$ cat src/pkg/ecc_pkg.sv
// Package for the conditional event controller: register map, selector codes, timing.
// Assumes a 40 MHz pclk and APB register access.
package ecc_pkg;
  // Register byte offsets
  localparam logic [7:0] ADDR_START = 8'h00;
  localparam logic [7:0] ADDR_STOP = 8'h04;
  localparam logic [7:0] ADDR_QUAL = 8'h08;
  localparam logic [7:0] ADDR_SETP = 8'h0c;
  localparam logic [7:0] ADDR_STATUS = 8'h10;
  // Field positions
  localparam int SEL_LSB = 0;
  localparam int SET_LSB = 8;
  localparam int CSQ_LSB = 0;
  localparam int THQ_LSB = 4;
  localparam int SNS_LSB = 8;
  localparam int LOAD_LSB = 12;
  localparam int RELAY_LSB = 16;
  localparam int ST_EVENT = 0;
  localparam int ST_FIRST = 1;
  localparam int ST_CSQ = 2;
  localparam int ST_THQ = 3;
  localparam int ST_LOAD = 4;
  localparam int ST_RELAY = 5;
  // Selector codes
  localparam logic [3:0] SEL_ALWAYS = 4'h0;
  localparam logic [3:0] SEL_RATE_MIN = 4'he;
  localparam logic [3:0] SEL_RATE_HR = 4'hf;
  localparam logic [1:0] SENSE_TERMINAL = 2'h2;
  localparam logic [3:0] OUT_EVENT = 4'h4;
  localparam logic [3:0] CSQ_NO_LBD = 4'h8;
  // Reset values
  localparam logic [31:0] RST_ZERO = 32'h0000_0000;
  // Timing: one minute tick and six-minute (0.1 h) units
  localparam int CLK_HZ = 40_000_000;
  localparam int MINUTE_S = 60;
  // A minute at 40 MHz is past the int range, so the product is formed wide
  localparam logic [31:0] MINUTE_CYC = 32'(longint'(CLK_HZ) * longint'(MINUTE_S));
  localparam int TENTH_HOUR_MIN = 6;
endpackage

$ cat src/rtl/ecc_event_ctrl.sv
// Conditional event controller: start/stop selectors, two qualifiers, event state, outputs.
// Assumes synchronous sensor inputs in setpoint units and an APB master on pclk.
// Function
// - Qualifier setting zero means always active; charge-state zero still obeys disconnect
// - Charge-state codes 0-7: always, float, night, day, digital, combinations
// - Codes 0-7: disconnect request forces charge-state qualifier inactive
// - Codes 8-15 repeat 0-7 without disconnect override
// - Threshold codes 1-8 compare temperature, battery, external, time
// - External voltage from sense terminal when selector is 2, else bus
// - Inactive event starts only when start and both qualifiers active
// - Active event ends on stop or either qualifier going inactive
// - Event indication; first bit shows start when off, stop when on
// - Second status bit is charge-state qualifier result
// - Third status bit is threshold result, one when disabled
// - Load source 4 drives load switch from event state
// - Stop code 14 ends event after run time from each start
// - A held start condition fires once, selector 0 excepted; blocked until it falls
// - Stop already active at start blocks the start
// - Start 0 always; 14/15 repeat at minutes or tenths of hours
// - Stop time below start time means next day
`timescale 1ns/1ps
`default_nettype none
module ecc_event_ctrl #(
  parameter logic [31:0] MINUTE_CYCLES = ecc_pkg::MINUTE_CYC,
  parameter int VW = 16
) (
  // Clock and reset
  input wire logic pclk,
  input wire logic presetn,
  // APB slave
  input wire logic psel,
  input wire logic penable,
  input wire logic pwrite,
  input wire logic [7:0] paddr,
  input wire logic [31:0] pwdata,
  output logic [31:0] prdata,
  output logic pready,
  output logic pslverr,
  // Measurements
  input wire logic [VW-1:0] time_of_day,
  input wire logic [VW-1:0] panel_voltage,
  input wire logic [VW-1:0] battery_voltage,
  input wire logic [VW-1:0] sense_voltage,
  input wire logic [VW-1:0] bus_voltage,
  input wire logic [VW-1:0] temperature,
  // Status inputs
  input wire logic float_state,
  input wire logic is_night,
  input wire logic push_button_input,
  input wire logic bus_digital_input,
  input wire logic low_battery_disconnect,
  // Outputs
  output logic event_active,
  output logic [2:0] status_bits,
  output logic load_switch,
  output logic relay_switch
);
  logic [31:0] start_q, start_d, stop_q, stop_d, qual_q, qual_d, setp_q, setp_d;
  logic ev_q, ev_d, blk_q, blk_d, prev_q, prev_d;
  logic [31:0] tick_q, tick_d;
  logic [10:0] rate_q, rate_d, run_q, run_d;
  logic [3:0] start_selector, stop_selector, charge_state_qualifier, threshold_qualifier;
  logic [1:0] sense_input_selector;
  logic [3:0] load_output_source, relay_output_source;
  logic [VW-1:0] external_voltage, start_set, stop_set, thr_set;
  logic start_c, stop_c, csq, thq, fire, min_tick, run_done, rate_due;
  logic [7:0] rate_lim, run_lim;

  // Signed-free compare helper, shared by the start/stop selectors and the threshold qualifier
  function automatic logic cmp(input logic [VW-1:0] a, input logic [VW-1:0] b,
                               input logic above);
    cmp = above ? (a > b) : (a < b);
  endfunction

  // Limit in minutes; eleven bits hold the 25.5 h top end of the hour codes
  function automatic logic [10:0] lim_min(input logic [3:0] sel, input logic [7:0] v);
    lim_min = (sel == ecc_pkg::SEL_RATE_MIN) ? {3'h0, v} :
              11'({3'h0, v} * 11'(ecc_pkg::TENTH_HOUR_MIN));
  endfunction

  // Common code 1-13 decode for start and stop selectors
  function automatic logic cond(input logic [3:0] sel, input logic [VW-1:0] sp);
    case (sel)
      4'h1: cond = cmp(time_of_day, sp, 1'b1);
      4'h2: cond = cmp(panel_voltage, sp, 1'b1);
      4'h3: cond = cmp(panel_voltage, sp, 1'b0);
      4'h4: cond = cmp(external_voltage, sp, 1'b1);
      4'h5: cond = cmp(external_voltage, sp, 1'b0);
      4'h6: cond = push_button_input && cmp(time_of_day, sp, 1'b1);
      4'h7: cond = !push_button_input && cmp(time_of_day, sp, 1'b1);
      4'h8, 4'h9, 4'ha, 4'hb: cond = cmp(time_of_day, sp, 1'b1);
      4'hc: cond = cmp(battery_voltage, sp, 1'b1);
      4'hd: cond = cmp(battery_voltage, sp, 1'b0);
      default: cond = 1'b0;
    endcase
  endfunction

  assign start_selector = start_q[ecc_pkg::SEL_LSB +: 4];
  assign stop_selector = stop_q[ecc_pkg::SEL_LSB +: 4];
  assign start_set = start_q[ecc_pkg::SET_LSB +: VW];
  assign stop_set = stop_q[ecc_pkg::SET_LSB +: VW];
  assign thr_set = setp_q[VW-1:0];
  assign charge_state_qualifier = qual_q[ecc_pkg::CSQ_LSB +: 4];
  assign threshold_qualifier = qual_q[ecc_pkg::THQ_LSB +: 4];
  assign sense_input_selector = qual_q[ecc_pkg::SNS_LSB +: 2];
  assign load_output_source = qual_q[ecc_pkg::LOAD_LSB +: 4];
  assign relay_output_source = qual_q[ecc_pkg::RELAY_LSB +: 4];
  assign rate_lim = start_q[ecc_pkg::SET_LSB +: 8];
  assign run_lim = stop_q[ecc_pkg::SET_LSB +: 8];

  // Sense terminal or bus accessory reading
  assign external_voltage = (sense_input_selector == ecc_pkg::SENSE_TERMINAL) ?
                            sense_voltage : bus_voltage;

  // Charge-state qualifier; low three bits choose, top bit skips the override
  always_comb
  begin
    case (charge_state_qualifier[2:0])
      3'h0: csq = 1'b1;
      3'h1: csq = float_state;
      3'h2: csq = is_night;
      3'h3: csq = !is_night;
      3'h4: csq = bus_digital_input;
      3'h5: csq = float_state && is_night;
      3'h6: csq = float_state && !is_night;
      default: csq = float_state && bus_digital_input;
    endcase
    if (charge_state_qualifier < ecc_pkg::CSQ_NO_LBD && low_battery_disconnect)
      csq = 1'b0;
  end

  // Threshold qualifier; codes above 8 are treated as always active
  always_comb
  begin
    case (threshold_qualifier)
      4'h1: thq = cmp(temperature, thr_set, 1'b1);
      4'h2: thq = cmp(temperature, thr_set, 1'b0);
      4'h3: thq = cmp(battery_voltage, thr_set, 1'b1);
      4'h4: thq = cmp(battery_voltage, thr_set, 1'b0);
      4'h5: thq = cmp(external_voltage, thr_set, 1'b1);
      4'h6: thq = cmp(external_voltage, thr_set, 1'b0);
      4'h7: thq = cmp(time_of_day, thr_set, 1'b1);
      4'h8: thq = cmp(time_of_day, thr_set, 1'b0);
      default: thq = 1'b1;
    endcase
  end

  // Minute ticker and repeat/run counters, counted in minutes against limits in minutes or 0.1 h units
  assign min_tick = (tick_q == MINUTE_CYCLES - 32'h0000_0001);
  assign rate_due = (rate_q >= lim_min(start_selector, rate_lim));
  assign run_done = (run_q >= lim_min(stop_selector, run_lim));

  always_comb
  begin
    // Start condition
    if (start_selector == ecc_pkg::SEL_ALWAYS)
      start_c = 1'b1;
    else if (start_selector >= ecc_pkg::SEL_RATE_MIN)
      start_c = rate_due;
    else
      start_c = cond(start_selector, start_set);
    // Stop condition; a stop time earlier than start time lies on the next day
    if (stop_selector == ecc_pkg::SEL_ALWAYS)
      stop_c = 1'b0;
    else if (stop_selector >= ecc_pkg::SEL_RATE_MIN)
      stop_c = ev_q && run_done;
    else if (stop_selector == 4'h1 && start_selector == 4'h1 && stop_set < start_set)
      stop_c = (time_of_day > stop_set) && (time_of_day < start_set);
    else
      stop_c = cond(stop_selector, stop_set);
  end

  // Event state machine; a held start fires once, selector 0 never locks itself out
  // A start may still fire later when a qualifier comes up, stop only blocks at the edge
  always_comb
  begin
    fire = start_c && (!blk_q || start_selector == ecc_pkg::SEL_ALWAYS) &&
           csq && thq && !stop_c;
    ev_d = ev_q;
    blk_d = blk_q;
    if (!start_c)
      blk_d = 1'b0;
    else if (fire || (!prev_q && stop_c))
      blk_d = 1'b1;
    if (!ev_q && fire)
      ev_d = 1'b1;
    else if (ev_q && (stop_c || !csq || !thq))
      ev_d = 1'b0;
    prev_d = start_c;
    tick_d = min_tick ? 32'h0000_0000 : tick_q + 32'h0000_0001;
    rate_d = rate_q;
    if (start_selector >= ecc_pkg::SEL_RATE_MIN && rate_due)
      rate_d = 11'h000;
    else if (min_tick && rate_q != 11'h7ff)
      rate_d = rate_q + 11'h001;
    run_d = run_q;
    if (!ev_q && ev_d)
      run_d = 11'h000;
    else if (ev_q && min_tick && run_q != 11'h7ff)
      run_d = run_q + 11'h001;
  end

  // Start-blocking never uses the first cycle as a fresh edge; reset loads blocked, a start other than selector 0 must fall first
  always_ff @(posedge pclk or negedge presetn)
  begin
    if (!presetn)
    begin
      ev_q <= 1'b0;
      blk_q <= 1'b1;
      prev_q <= 1'b1;
      tick_q <= ecc_pkg::RST_ZERO;
      rate_q <= 11'h000;
      run_q <= 11'h000;
    end
    else
    begin
      ev_q <= ev_d;
      blk_q <= blk_d;
      prev_q <= prev_d;
      tick_q <= tick_d;
      rate_q <= rate_d;
      run_q <= run_d;
    end
  end

  // Outputs
  assign event_active = ev_q;
  assign status_bits = {thq, csq, ev_q ? stop_c : start_c};
  assign load_switch = (load_output_source == ecc_pkg::OUT_EVENT) && ev_q;
  assign relay_switch = (relay_output_source == ecc_pkg::OUT_EVENT) && ev_q;

  // APB slave, zero wait states
  logic [31:0] rd_d;
  logic wr;
  assign wr = psel && penable && pwrite;
  assign pready = 1'b1;
  always_comb
  begin
    start_d = (wr && paddr == ecc_pkg::ADDR_START) ? pwdata : start_q;
    stop_d = (wr && paddr == ecc_pkg::ADDR_STOP) ? pwdata : stop_q;
    qual_d = (wr && paddr == ecc_pkg::ADDR_QUAL) ? pwdata : qual_q;
    setp_d = (wr && paddr == ecc_pkg::ADDR_SETP) ? pwdata : setp_q;
    case (paddr)
      ecc_pkg::ADDR_START: rd_d = start_q;
      ecc_pkg::ADDR_STOP: rd_d = stop_q;
      ecc_pkg::ADDR_QUAL: rd_d = qual_q;
      ecc_pkg::ADDR_SETP: rd_d = setp_q;
      ecc_pkg::ADDR_STATUS: rd_d = {26'h0, relay_switch, load_switch, status_bits, ev_q};
      default: rd_d = 32'h0000_0000;
    endcase
  end
  // Unmapped addresses read zero and flag an error
  assign pslverr = psel && penable && !(paddr == ecc_pkg::ADDR_START ||
    paddr == ecc_pkg::ADDR_STOP || paddr == ecc_pkg::ADDR_QUAL ||
    paddr == ecc_pkg::ADDR_SETP || (paddr == ecc_pkg::ADDR_STATUS && !pwrite));
  assign prdata = rd_d;

  always_ff @(posedge pclk or negedge presetn)
  begin
    if (!presetn)
    begin
      start_q <= ecc_pkg::RST_ZERO;
      stop_q <= ecc_pkg::RST_ZERO;
      qual_q <= ecc_pkg::RST_ZERO;
      setp_q <= ecc_pkg::RST_ZERO;
    end
    else
    begin
      start_q <= start_d;
      stop_q <= stop_d;
      qual_q <= qual_d;
      setp_q <= setp_d;
    end
  end

  // Checks
  start_gate_a: assert property (@(posedge pclk) disable iff (!presetn)
    $rose(ev_q) |-> $past(start_c && csq && thq && !stop_c)) else $error("start gate");
  rise_cause_a: assert property (@(posedge pclk) disable iff (!presetn)
    (!ev_q && !(start_c && csq && thq && !stop_c)) |=> !ev_q)
    else $error("event rose without all conditions");
  fall_cause_a: assert property (@(posedge pclk) disable iff (!presetn)
    (ev_q && (stop_c || !csq || !thq)) |=> !ev_q) else $error("event not ended");
  lbd_force_a: assert property (@(posedge pclk) disable iff (!presetn)
    (low_battery_disconnect && charge_state_qualifier < 4'h8) |-> !status_bits[1])
    else $error("disconnect override missed");
  thq_off_a: assert property (@(posedge pclk) disable iff (!presetn)
    (threshold_qualifier == 4'h0) |-> status_bits[2]) else $error("disabled qualifier low");
  load_follow_a: assert property (@(posedge pclk) disable iff (!presetn)
    (load_output_source == 4'h4) |-> (load_switch == ev_q)) else $error("load mismatch");
  block_hold_a: assert property (@(posedge pclk) disable iff (!presetn)
    (!ev_q && blk_q && start_selector != ecc_pkg::SEL_ALWAYS) |=> !ev_q)
    else $error("retrigger");
  stop_edge_a: assert property (@(posedge pclk) disable iff (!presetn)
    (start_c && !prev_q && stop_c) |=> blk_q) else $error("stop did not block");
  first_bit_a: assert property (@(posedge pclk) disable iff (!presetn)
    status_bits[0] == (ev_q ? stop_c : start_c)) else $error("first bit wrong");
endmodule
`default_nettype wire

$ cat config.mk
export PLATFORM = sky130hd
export DESIGN_NAME = ecc_event_ctrl
export DESIGN_NICKNAME = d
export VERILOG_FILES = /design/src/pkg/ecc_pkg.sv /design/src/rtl/ecc_event_ctrl.sv
export SDC_FILE = /design/constraint.sdc
export NUM_CORES = 1
export LEC_CHECK = 0
export ABC_CLOCK_PERIOD_IN_PS = 5700
export BUFFER_PORTS_ARGS = -buffer_cell sky130_fd_sc_hd__buf_2
export CORE_AREA = 2 2 177 179
export DETAILED_ROUTE_END_ITERATION = 10
export DIE_AREA = 0 0 179 181
export HOLD_SLACK_MARGIN = 0.03
export PLACE_DENSITY = 0.82
export SETUP_SLACK_MARGIN = 0.3
export SLEW_MARGIN = 20
export SYNTH_ARGS = -nofsm -noshare
export SYNTH_HDL_FRONTEND = slang
export SYNTH_SLANG_ARGS = --single-unit
$ cat constraint.sdc
create_clock -name pclk -period 5.7 [get_ports pclk]
set_clock_uncertainty 0.15 [all_clocks]
set_input_delay 0.57 -clock pclk [delete_from_list [all_inputs] [get_ports pclk]]
set_output_delay 0.57 -clock pclk [all_outputs]
set_load 0.05 [all_outputs]
Word-level counts from Yosys, hierarchy flattened:

Cells that the tools add are included.

* output and inout bits: 40
* bits of input ports: 146
* bits in registers: 185

* add/sub/neg operators: 3
* reduce and logical (&&, ||, !) cells: 60
* magnitude comparators: 29
* mux-type cells: 24
* equal/unequal tests: 53
* $mul: 2

Operators with widths (number)
* greater-than comparator 16 bit: 12
* less-than comparator 16 bit: 12
* case mux 32 bit (5 select lines): 1
* two-way mux 11 bit: 6
* equality test 4 bit, second input constant: 15
* equality test 4 x 3 -> 1 bit, second input constant: 14
* logical AND 1 bit: 34
* adder 32 x 1 -> 32 bit, second input constant: 1
* equality test 32 bit, second input constant: 1
* two-way mux 32 bit: 1
* equality test 4 x 2 -> 1 bit, second input constant: 6
* adder 11 x 1 -> 11 bit, second input constant: 2
* greater-or-equal comparator 11 bit: 2
* inequality test 11 bit, second input constant: 2
* multiplier 8 x 2 -> 10 bit, second input constant: 2
* case mux 1 bit (9 select lines): 2
* equality test 8 x 4 -> 1 bit, second input constant: 2
* two-way mux 16 bit: 1
* equality test 4 x 1 -> 1 bit, second input constant: 3
* two-way mux 1 bit: 11
* zero test 1 bit: 10
* OR reduction 5 bit: 2
* equality test 3 bit, second input constant: 3
* equality test 8 x 3 -> 1 bit, second input constant: 1
* other kinds (14): 25

Longest topological paths before layout:

Gate-level depths: netlist of run 1.

* word-level depth: 14
* mapped depth: 21
* depth with buffers taken out: 20

Worst setup path before layout of run 1:

Ideal clock, no wire load.

* kind: register to output
* from: register start_q[8]
* to: output prdata[1]
* path buffers: 0
* arrival: 3793 ps
* setup slack: 1187 ps
* data required time: 4980 ps
* stages on the path, launching flop included: 20
* cell sequence: dfrtp_1 ha_1 fa_1 a21oi_1 nor2_1 nor2_1 o21bai_1 a21oi_1 xor2_1 nand2_1 ha_1 a211oi_1 o21ai_0 a21oi_1 o22ai_1 a31oi_1 and3_2 nand3_1 or2_2 a32o_1

* cells in the longest elaborated chain, start to end: 7
* elaborated cells on any way between the ends: 24
* those cells by class: mul: 1; order compare: 10; mux: 9; reduce/logical: 4

Ends and longest elaborated chain
* from (decl): RTL line ecc_event_ctrl.sv:58 `logic [31:0] start_q, start_d, stop_q, stop_d, qual_q, qual_d, setp_q, setp_d;`
* from (signal assigned): RTL line ecc_event_ctrl.sv:262 `start_q <= ecc_pkg::RST_ZERO;`
* from (signal assigned): RTL line ecc_event_ctrl.sv:269 `start_q <= start_d;`
* multiplier 8 x 2 -> 10 bit (tied with other cells): RTL line ecc_event_ctrl.sv:78 `11'({3'h0, v} * 11'(ecc_pkg::TENTH_HOUR_MIN));`
* two-way mux 11 bit (tied with other cells): RTL line ecc_event_ctrl.sv:77 `lim_min = (sel == ecc_pkg::SEL_RATE_MIN) ? {3'h0, v} :`
* greater-or-equal comparator 11 bit (tied with other cells): RTL line ecc_event_ctrl.sv:150 `assign rate_due = (rate_q >= lim_min(start_selector, rate_lim));`
* two-way mux 1 bit (on tied branches): RTL line ecc_event_ctrl.sv:158, ecc_event_ctrl.sv:165
* two-way mux 1 bit (on tied branches): RTL line ecc_event_ctrl.sv:156, ecc_event_ctrl.sv:163
* two-way mux 1 bit (*): RTL line ecc_event_ctrl.sv:228 `assign status_bits = {thq, csq, ev_q ? stop_c : start_c};`
* case mux 32 bit (5 select lines) (*): RTL line ecc_event_ctrl.sv:243 `case (paddr)`
* to (decl): RTL line ecc_event_ctrl.sv:36 `output logic [31:0] prdata,`

Mark *: on every way between the ends. The rest lies on a longest branch, timed or not.

Worst setup path after layout of run 1:

* from: register stop_q[9]
* to: output prdata[1]

* cells in the longest elaborated chain, start to end: 8
* elaborated cells on any way between the ends: 22
* those cells by class: mul: 1; order compare: 9; mux: 7; reduce/logical: 5

Ends and longest elaborated chain
* from (decl): RTL line ecc_event_ctrl.sv:58
* from (signal assigned): RTL line ecc_event_ctrl.sv:263 `stop_q <= ecc_pkg::RST_ZERO;`
* from (signal assigned): RTL line ecc_event_ctrl.sv:270 `stop_q <= stop_d;`
* multiplier 8 x 2 -> 10 bit / greater-than comparator 16 bit (equally long branches): RTL line ecc_event_ctrl.sv:78, ecc_event_ctrl.sv:72, ecc_event_ctrl.sv:168
* two-way mux 11 bit (tied with other cells): RTL line ecc_event_ctrl.sv:77
* greater-or-equal comparator 11 bit / case mux 1 bit (9 select lines) (equally long branches): RTL line ecc_event_ctrl.sv:151, ecc_event_ctrl.sv:83
* logical AND 1 bit / two-way mux 1 bit (equally long branches): RTL line ecc_event_ctrl.sv:166, ecc_event_ctrl.sv:167
* two-way mux 1 bit (*): RTL line ecc_event_ctrl.sv:165 `else if (stop_selector >= ecc_pkg::SEL_RATE_MIN)`
* two-way mux 1 bit (*): RTL line ecc_event_ctrl.sv:163 `if (stop_selector == ecc_pkg::SEL_ALWAYS)`
* two-way mux 1 bit (*): RTL line ecc_event_ctrl.sv:228
* case mux 32 bit (5 select lines) (*): RTL line ecc_event_ctrl.sv:243

Marks and branches as above.

==> flow_summary.json, run 1 <==
{
  "switchingPower_w": 0.000865,
  "crit_type": "flop to output port",
  "clk_latency_ns": 0.44,
  "crit_required_ns": 4.98,
  "power_frac_seq": 0.449,
  "setup_slack_ns": 0.494,
  "die_h_um": 181,
  "ys.flop_type": "dfrtp_1",
  "ant_nets": 0,
  "grt_pass1_vias": 13300,
  "wl_met3_mm": 4.88,
  "cp_max_fo": 7,
  "drtIter0Drc": 1476,
  "die_width_um": 179,
  "ys_seq_elements": 185,
  "hold_viol": 0,
  "holdWs_ns": 0.243,
  "drt_pass1_iterations": 6,
  "wl_per_cell_um": 22.7,
  "gp_congestion": 0.984,
  "die_area_um2": 32400,
  "routed_wl_mm": 46.7,
  "path_clk_slew_ns": 0.08,
  "num_rows": 64,
  "end_kind": "output port",
  "synth_edf_count": 0,
  "leakage_nw": 8.09,
  "fmax_mhz": 192,
  "outcome": "finished clean",
  "async_flop_share": 1.00,
  "post-route-drc-count": 0,
  "area_growth_pct": 13.2,
  "power_w": 0.00300,
  "hold_class": "input pin to flop",
  "numCtsBuffers": 17,
  "core_area_um2": 30300,
  "switching_share": 0.288,
  "peakVddDrop_mv": 0.208,
  "syn_area_um2": 15100,
  "drv_slew": 0,
  "via_per_inst": 6.36,
  "cts_sinks": 185,
  "drive_gt1_frac": 0.264,
  "grt_pass1_wl_mm": 72.7,
  "start_util": 0.496,
  "overflow": 0,
  "p_int_w": 0.00214,
  "power_frac_clock": 0.398,
  "finalSetupViolCount": 0,
  "dr_wl_met2_mm": 21.2,
  "place_hpwl_mm": 35.2,
  "grt_max_degree": 66,
  "cts_tree": "yes",
  "stdcell_count": 2062,
  "clock-root-buffer": "clkbuf_16",
  "placed_cells_incl_taps": 2023,
  "num_io_pins": 186,
  "drv_cap": 0,
  "arrival_ns": 4.49,
  "p_comb_frac": 0.153,
  "yosysSeqAreaShare": 0.308,
  "num_vias": 13100,
  "fin_tns_setup_ns": 0,
  "fillers": 2536,
  "syn_nets": 1870,
  "synth_cells": 1474,
  "final_net_count": 2047,
  "wl_met1_mm": 18.4,
  "startpoint_type": "flop",
  "grt_util_all_layers": 0.292,
  "port_buffers": 184,
  "powerDensity_nw_per_um2": 176,
  "finalCriticalPeriod_ns": 5.21,
  "htreeDepth": 4,
  "slew_headroom": 0.322,
  "ys_warn_count": 0,
  "top_layer": "met5",
  "antenna_found_initial": 6,
  "synth_cell_types": 78,
  "worst_pin_slew_ns": 1.02,
  "syn_area_per_cell_um2": 10.2,
  "preCtsSetupSlack_ns": 0.690,
  "rsz0062_at_grt": "false",
  "period_share": 0.913,
  "clockBufferDepth": 2
}
==> final timing paths <==
check                      startpoint         end  slack (ns)  cells past startpoint
min in group asynchronous     presetn   tick_q[9]        0.53                      2
setup reg to reg            stop_q[9]    run_q[9]        1.40                     18
max in group asynchronous     presetn  start_q[3]        3.62                      3
hold reg to reg             tick_q[8]   tick_q[8]        0.34                      1
setup / recovery            stop_q[9]   prdata[1]        0.49                     18
hold / removal             pwdata[27]  stop_q[27]        0.24                      2
==> metrics by stage <==
stage	instance area (um^2)	utilization
6_report	17000	0.562
5_1_grt	17000	0.562
4_1_cts	17000	0.559
3_5_place_dp	16400	0.540
3_3_place_gp	16400	0.540
2_1_floorplan	15100	-
==> Yosys cell counts, types with 33 or more instances <==
library cell  number  area (um^2)
mux2_2           147         1660
nand2_1           71          267
nand3_1           62          310
o21ai_0           43          215
ha_1             248         3100
nand4_1           46          288
inv_1             75          282
and2_1            33          206
dfrtp_1          183         4580
a21oi_1           94          470
nor2_1            91          342
==> worst max-delay path, cell delays in order, from the launching register on <==
cell      delay, ns
dfrtp_2        0.47
ha_1           0.23
fa_1           0.42
a21oi_1        0.15
nor2_1         0.07
nor2_2         0.15
o21bai_1       0.10
a21oi_2        0.18
xor2_1         0.18
nand2_1        0.09
ha_1           0.35
a21oi_1        0.15
nor2b_1        0.06
o31a_1         0.23
a211o_1        0.28
o31ai_4        0.32
nand2_1        0.11
a32o_1         0.31
buf_4          0.20
==> sequential cells by signal, indices dropped and copies added (netlist names) <==
signal and cells:
blk_q 1, event_active 1, prev_q 1, qual_q 32
rate_q 11, run_q 11, setp_q 32, start_q 32
stop_q 32, tick_q 32
==> per-layer routing <==
layer  vias to the layer above  track usage
met3                       164       0.0659
li1                       5865            -
met2                       702        0.460
met5                         -            0
met4                         8        0.131
met1                      6376        0.381
==> cells in the final DEF, fill, tap and decap left out, drive strengths merged, types with 9 or more instances in the layout <==
master	instances
nand3	62
mux2	147
mux4	32
and3	18
nand4	46
a21oi	94
inv	81
a211oi	15
ha	248
buf	204
clkbuf	17
and2	34
dfrtp	183
o21ai	43
nand2	72
nor3	21
xnor2	32
a21o	18
nor2b	19
nand2b	9
xor2	27
nor2	91
==> power by group through the flow <==
stage / clock network (W) / registers, W / logic, W
after floorplan: 0 / 0.00137 / 0.000262
final: 0.00119 / 0.00135 / 0.000460
after global placement: 0 / 0.00137 / 0.000426
after detailed placement: 0 / 0.00137 / 0.000447
after CTS: 0.00120 / 0.00135 / 0.000451
after global routing: 0.00125 / 0.00135 / 0.000511
==> kinds of logic after synthesis <==
| logic type | Yosys count | share of synthesized area |
|---|---|---|
| adders and majority gates | 250 | 0.209 |
| buffers and inverters | 122 | 0.0341 |
| other | 1 | 0.000249 |
| xor gates and xnor gates | 59 | 0.0343 |
| AOI/OAI and AO/OA | 253 | 0.107 |
| DFF | 185 | 0.308 |
| and+or+nand+nor | 420 | 0.147 |
| muxes | 184 | 0.161 |
==> what timing repair did <==
action,CTS,global route
buffers inserted,0,4
pin swaps,0,3
hold buffers,1,0
resized for setup,1,10
hold endpoints to repair,63,0
setup endpoints to repair,1,2
==> cell type report <==
| class | instances | area, um^2 | area share |
|---|---|---|---|
| antenna | 2 | 5.00 | 0.000294 |
| clock buffer | 17 | 425 | 0.0250 |
| clock inverter | 15 | 163 | 0.00954 |
| inverter | 75 | 282 | 0.0165 |
| multi-input combinational | 1167 | 9950 | 0.584 |
| sequential | 185 | 4630 | 0.272 |
| tap | 396 | 495 | 0.0291 |
| timing repair buffer | 205 | 1090 | 0.0639 |
(Power assumes the default switching activity.)
==> run 2, diff against run 1 <==
ABC_CLOCK_PERIOD_IN_PS = 6700   (was 5700)
CTS_CLUSTER_SIZE = 10   (was unset)
clock period = 6.7 ns   (was 5.7 ns; I/O delays follow)
==> flow_summary.json, run 2 (synthesized netlist as in run 1, its figures left out) <==
{
  "postPlaceCellArea_um2": 16300,
  "grt_pass1_vias": 12700,
  "drive_gt1_frac": 0.254,
  "core_area_um2": 30300,
  "clock-root-buffer": "clkbuf_16",
  "worst_path_largest_cell_delay_ns": 0.51,
  "start_util": 0.496,
  "peakVddDrop_mv": 0.171,
  "cts_tree": "yes",
  "finalSetupViolCount": 0,
  "grt_max_degree": 109,
  "final_area_um2": 16900,
  "cp_common_cell": "a21oi_1",
  "leakage_nw": 8.02,
  "hold_buffers": 0,
  "die_width_um": 179,
  "cts_sinks": 185,
  "final_common_cell": "ha_1",
  "numCtsBuffers": 17,
  "r2r-start": "start_q[8]",
  "finalCriticalPeriod_ns": 5.87,
  "wl_per_cell_um": 22.8,
  "powerDensity_nw_per_um2": 149,
  "cp_max_fo": 12,
  "placed_cells_incl_taps": 2016,
  "crit_buf_inv": 1,
  "hold_class": "input pin to async pin",
  "path_clk_slew_ns": 0.08,
  "crit_chain": "ha_1, fa_1, a21oi_1, nor2_1, nor2_1, o21bai_1, a21oi_1, xor2_1, nand2_1, ha_1, a211oi_1, o21ai_0, a21oi_1, o22ai_1, a31oi_1, and3_2, nand3_1, or2_2, a32o_1, buf_2",
  "final_net_count": 2035,
  "drv_slew": 0,
  "post_cts_resize_count": 0,
  "hold_viol": 0,
  "num_rows": 64,
  "place_hpwl_mm": 35.2,
  "clockBufferDepth": 2,
  "stdcell_count": 2050,
  "arrival_ns": 5.05,
  "via_per_inst": 6.32,
  "final_cell_mix": "248 x ha_1, 183 x dfrtp_1, 183 x buf_2, 147 x mux2_2, 94 x a21oi_1",
  "grt_util_all_layers": 0.291,
  "crit_type": "flop to output port",
  "post-route-drc-count": 0,
  "holdWs_ns": 0.201,
  "htreeDepth": 4,
  "clk_latency_ns": 0.44,
  "antenna_found_initial": 5,
  "routed_wl_mm": 46.6,
  "grt_pass1_wl_mm": 71.2,
  "ant_nets": 0,
  "startpoint_type": "flop",
  "die_h_um": 181,
  "r2r_slack_ns": 1.92,
  "drtIter0Drc": 1222,
  "worst_r2r_path_depth": 19,
  "end_kind": "output port",
  "timing.rr.end": "run_q[5]",
  "num_io_pins": 186,
  "overflow": 0,
  "gp_congestion": 0.981,
  "port_buffers": 184,
  "drt_pass1_iterations": 5,
  "fmax_mhz": 170,
  "die_area_um2": 32400,
  "register_area_um2": 4630,
  "slew_headroom": 0.283,
  "period_share": 0.876,
  "fillers": 2586,
  "critPathTopFamily": "compound AO/OA/AOI/OAI gates",
  "num_vias": 13000,
  "cts_setup_buffers": 0,
  "slowest_stage": "dfrtp_1",
  "worst_pin_slew_ns": 1.08,
  "crit_required_ns": 5.88,
  "multi_input_area_um2": 9920,
  "rsz0062_at_grt": "false",
  "fin_tns_setup_ns": 0,
  "area_growth_pct": 12.3,
  "drv_cap": 0,
  "outcome": "finished clean"
}
==> run 2: cell types whose count changed in the layout (fill, tap and decap cells not counted), moves of 2 or more <==
cell / change
a21oi_1: +2
a21oi_2: -2
buf_4: -12
dfrtp_1: +2
dfrtp_2: -2
inv_6: +3
nor2_1: +2
nor2_2: -2
==> run 2: where the power goes <==
part / switching [W] / internal (W)
clock network: 0.000486 / 0.000498
logic: 0.000229 / 0.000157
registers: 0.0000183 / 0.00113
==> run 2: how the worst max path moves through the flow <==
stage,startpoint,end,slack (ns),cells past startpoint
finish,start_q[8],prdata[1],0.83,20
floorplan,start_q[8],prdata[1],2.09,19
global placement,start_q[8],prdata[1],1.37,20
global route,start_q[8],prdata[1],0.44,20
CTS,start_q[8],prdata[1],0.81,20
detailed placement,start_q[8],prdata[1],1.29,20
==> run 2: worst register-to-register path, cell delays in order, from the launching register on <==
cell      delay, ns
dfrtp_1        0.51
ha_1           0.29
fa_1           0.41
a21oi_1        0.15
nor2_1         0.05
nor2_1         0.17
o21bai_1       0.09
a21oi_1        0.22
xor2_1         0.16
nand2_1        0.07
ha_1           0.30
a211oi_1       0.07
o21ai_0        0.08
a21oi_1        0.06
o22ai_1        0.80
a31oi_1        0.09
and3_2         0.27
a32oi_1        0.26
and4bb_4       0.37
nor2_1         0.09
==> run 2: metal layers <==
layer	vias to the layer above	track usage	share of wire	routed length [um]
met1	6280	0.382	0.40	18800
met4	6	0.149	0.052	2450
li1	5839	-	-	-
met3	138	0.0804	0.11	5100
met5	-	0	0.00066	31
met2	689	0.437	0.43	20300
==> run 2: cell type report <==
type                    count  area share
multi-input cells        1167       0.587
flip-flops and latches    185       0.274
diodes                      2    0.000296
inverters                  75      0.0167
clock buffers              17      0.0252
repair buffers            193      0.0588
clock inverters            15     0.00881
well taps                 396      0.0293
==> run 2: through the flow <==
step | setup WS, ns | total power [W] | util
after floorplan | 2.09 | 0.00138 | -
after global placement | 1.37 | 0.00153 | 0.538
after detailed placement | 1.29 | 0.00155 | 0.538
after CTS | 0.812 | 0.00252 | 0.557
after global routing | 0.437 | 0.00262 | 0.557
final | 0.830 | 0.00252 | 0.557
==> run 3, diff against run 2 <==
CELL_PAD_IN_SITES_DETAIL_PLACEMENT = 0   (was unset)
CELL_PAD_IN_SITES_GLOBAL_PLACEMENT = 2   (was unset)
CORE_AREA = 2 2 193 195   (was 2 2 177 179)
DIE_AREA = 0 0 195 197   (was 0 0 179 181)
PLACE_DENSITY = 0.95   (was 0.82)
==> flow_summary.json, run 3 (synthesized netlist as in run 1, its figures left out) <==
{
  "outcome": "finished clean",
  "end_kind": "output port",
  "antenna_found_initial": 6,
  "numCtsBuffers": 17,
  "fin_tns_setup_ns": 0,
  "place_hpwl_mm": 36.2,
  "cts_sinks": 185,
  "drive_gt1_frac": 0.252,
  "die_h_um": 197,
  "fillers": 3453,
  "cts_tree": "yes",
  "peakVddDrop_mv": 0.143,
  "slew_headroom": 0.246,
  "port_buffers": 184,
  "die_width_um": 195,
  "num_rows": 70,
  "num_io_pins": 186,
  "crit_type": "flop to output port",
  "drv_cap": 0,
  "crit_required_ns": 5.88,
  "drv_slew": 0,
  "final_core_util": 0.468,
  "overflow": 0,
  "hold_class": "input pin to async pin",
  "fmax_mhz": 166,
  "num_vias": 12500,
  "arrival_ns": 5.19,
  "final_area_um2": 17000,
  "area_growth_pct": 12.7,
  "ant_nets": 0,
  "grt_max_degree": 116,
  "final_net_count": 2034,
  "grt_util_all_layers": 0.243,
  "rsz0062_at_grt": "false",
  "clockBufferDepth": 2,
  "gp_congestion": 0.900,
  "drtIter0Drc": 869,
  "die_area_um2": 38400,
  "final_common_cell": "ha_1",
  "cp_max_fo": 12,
  "routed_wl_mm": 46.4,
  "multi_input_area_um2": 9920,
  "htreeDepth": 4,
  "drt_pass1_iterations": 5,
  "finalSetupViolCount": 0,
  "grt_pass1_vias": 12500,
  "clock-root-buffer": "clkbuf_16",
  "final_cell_mix": "248 x ha_1, 183 x dfrtp_1, 183 x buf_2, 147 x mux2_2, 94 x a21oi_1",
  "startpoint_type": "flop",
  "worst_pin_slew_ns": 1.13,
  "core_area_um2": 36300,
  "post_cts_resize_count": 0,
  "register_area_um2": 4630,
  "cts_setup_buffers": 0,
  "path_clk_slew_ns": 0.07,
  "hold_viol": 0,
  "post-route-drc-count": 0,
  "clk_latency_ns": 0.44,
  "postPlaceCellArea_um2": 16400,
  "finalCriticalPeriod_ns": 6.01,
  "powerDensity_nw_per_um2": 147,
  "leakage_nw": 8.00,
  "wl_per_cell_um": 21.9,
  "via_per_inst": 5.89,
  "grt_pass1_wl_mm": 71.6,
  "period_share": 0.897,
  "hold_buffers": 0,
  "start_util": 0.415
}
run 3: cell types whose count changed in the layout (fill, tap and decap cells not counted), sizes merged:
| cell | delta |
|---|---|
| buf | -2 |
| bufinv | +1 |
| clkbuf | +4 |
| clkinv | +1 |
| clkinvlp | +1 |
| inv | -8 |
run 3: routing by layer:
layer / vias up / wire length, um / GRT usage / share of wire
li1: 5838 / - / - / -
met1: 6154 / 21100 / 0.335 / 0.46
met2: 410 / 20900 / 0.392 / 0.45
met3: 65 / 3300 / 0.0464 / 0.071
met4: 8 / 991 / 0.0653 / 0.021
met5: - / 50 / 0 / 0.0011
run 3: final timing paths:
| check | slack [ns] | cells past startpoint | from | endpoint |
|---|---|---|---|---|
| worst max-delay path | 0.69 | 20 | start_q[8] | prdata[1] |
| worst min-delay path | 0.19 | 1 | presetn | tick_q[9] |
| worst max register to register | 1.76 | 19 | start_q[8] | run_q[7] |
| worst min register to register | 0.32 | 1 | tick_q[10] | tick_q[10] |
| max in group asynchronous | 4.73 | 2 | presetn | stop_q[18] |
| min in group pclk | 0.32 | 1 | tick_q[10] | tick_q[10] |
run 3: report_power, final:
part,total [W],internal [W],switching (W)
combinational,0.000385,0.000157,0.000228
clock,0.000963,0.000529,0.000434
sequential,0.00115,0.00113,0.0000185
run 3: per-stage QoR:
step | std cells | total power [W] | hold WS, ns | setup slack [ns]
after global placement | 2087 | 0.00154 | 0.303 | 1.34
after floorplan | 1474 | 0.00138 | 0.224 | 2.09
after detailed placement | 2087 | 0.00155 | 0.306 | 1.19
after global routing | 2118 | 0.00261 | 0.284 | 0.342
final | 2119 | 0.00250 | 0.194 | 0.688
after CTS | 2117 | 0.00252 | 0.285 | 0.692
run 3: worst max-delay path, stage by stage, from the launching register on:
cell,delay (ns)
dfrtp_1,0.55
ha_1,0.31
fa_1,0.40
a21oi_1,0.16
nor2_1,0.05
nor2_1,0.16
o21bai_1,0.08
a21oi_1,0.22
xor2_1,0.17
nand2_1,0.07
ha_1,0.30
a211oi_1,0.22
o21ai_0,0.11
a21oi_1,0.15
o22ai_1,0.38
a31oi_1,0.30
and3_2,0.22
nand3_1,0.11
or2_2,0.31
a32o_1,0.26
buf_2,0.22
run 3: area by class of cell:
type                            count  share of cell area
Multi-Input combinational cell   1167               0.585
Clock inverter                     10             0.00560
Tap cell                          468              0.0345
Clock buffer                       20              0.0269
Antenna cell                        2            0.000295
Sequential cell                   185               0.273
Timing Repair Buffer              192              0.0583
Inverter                           75              0.0166
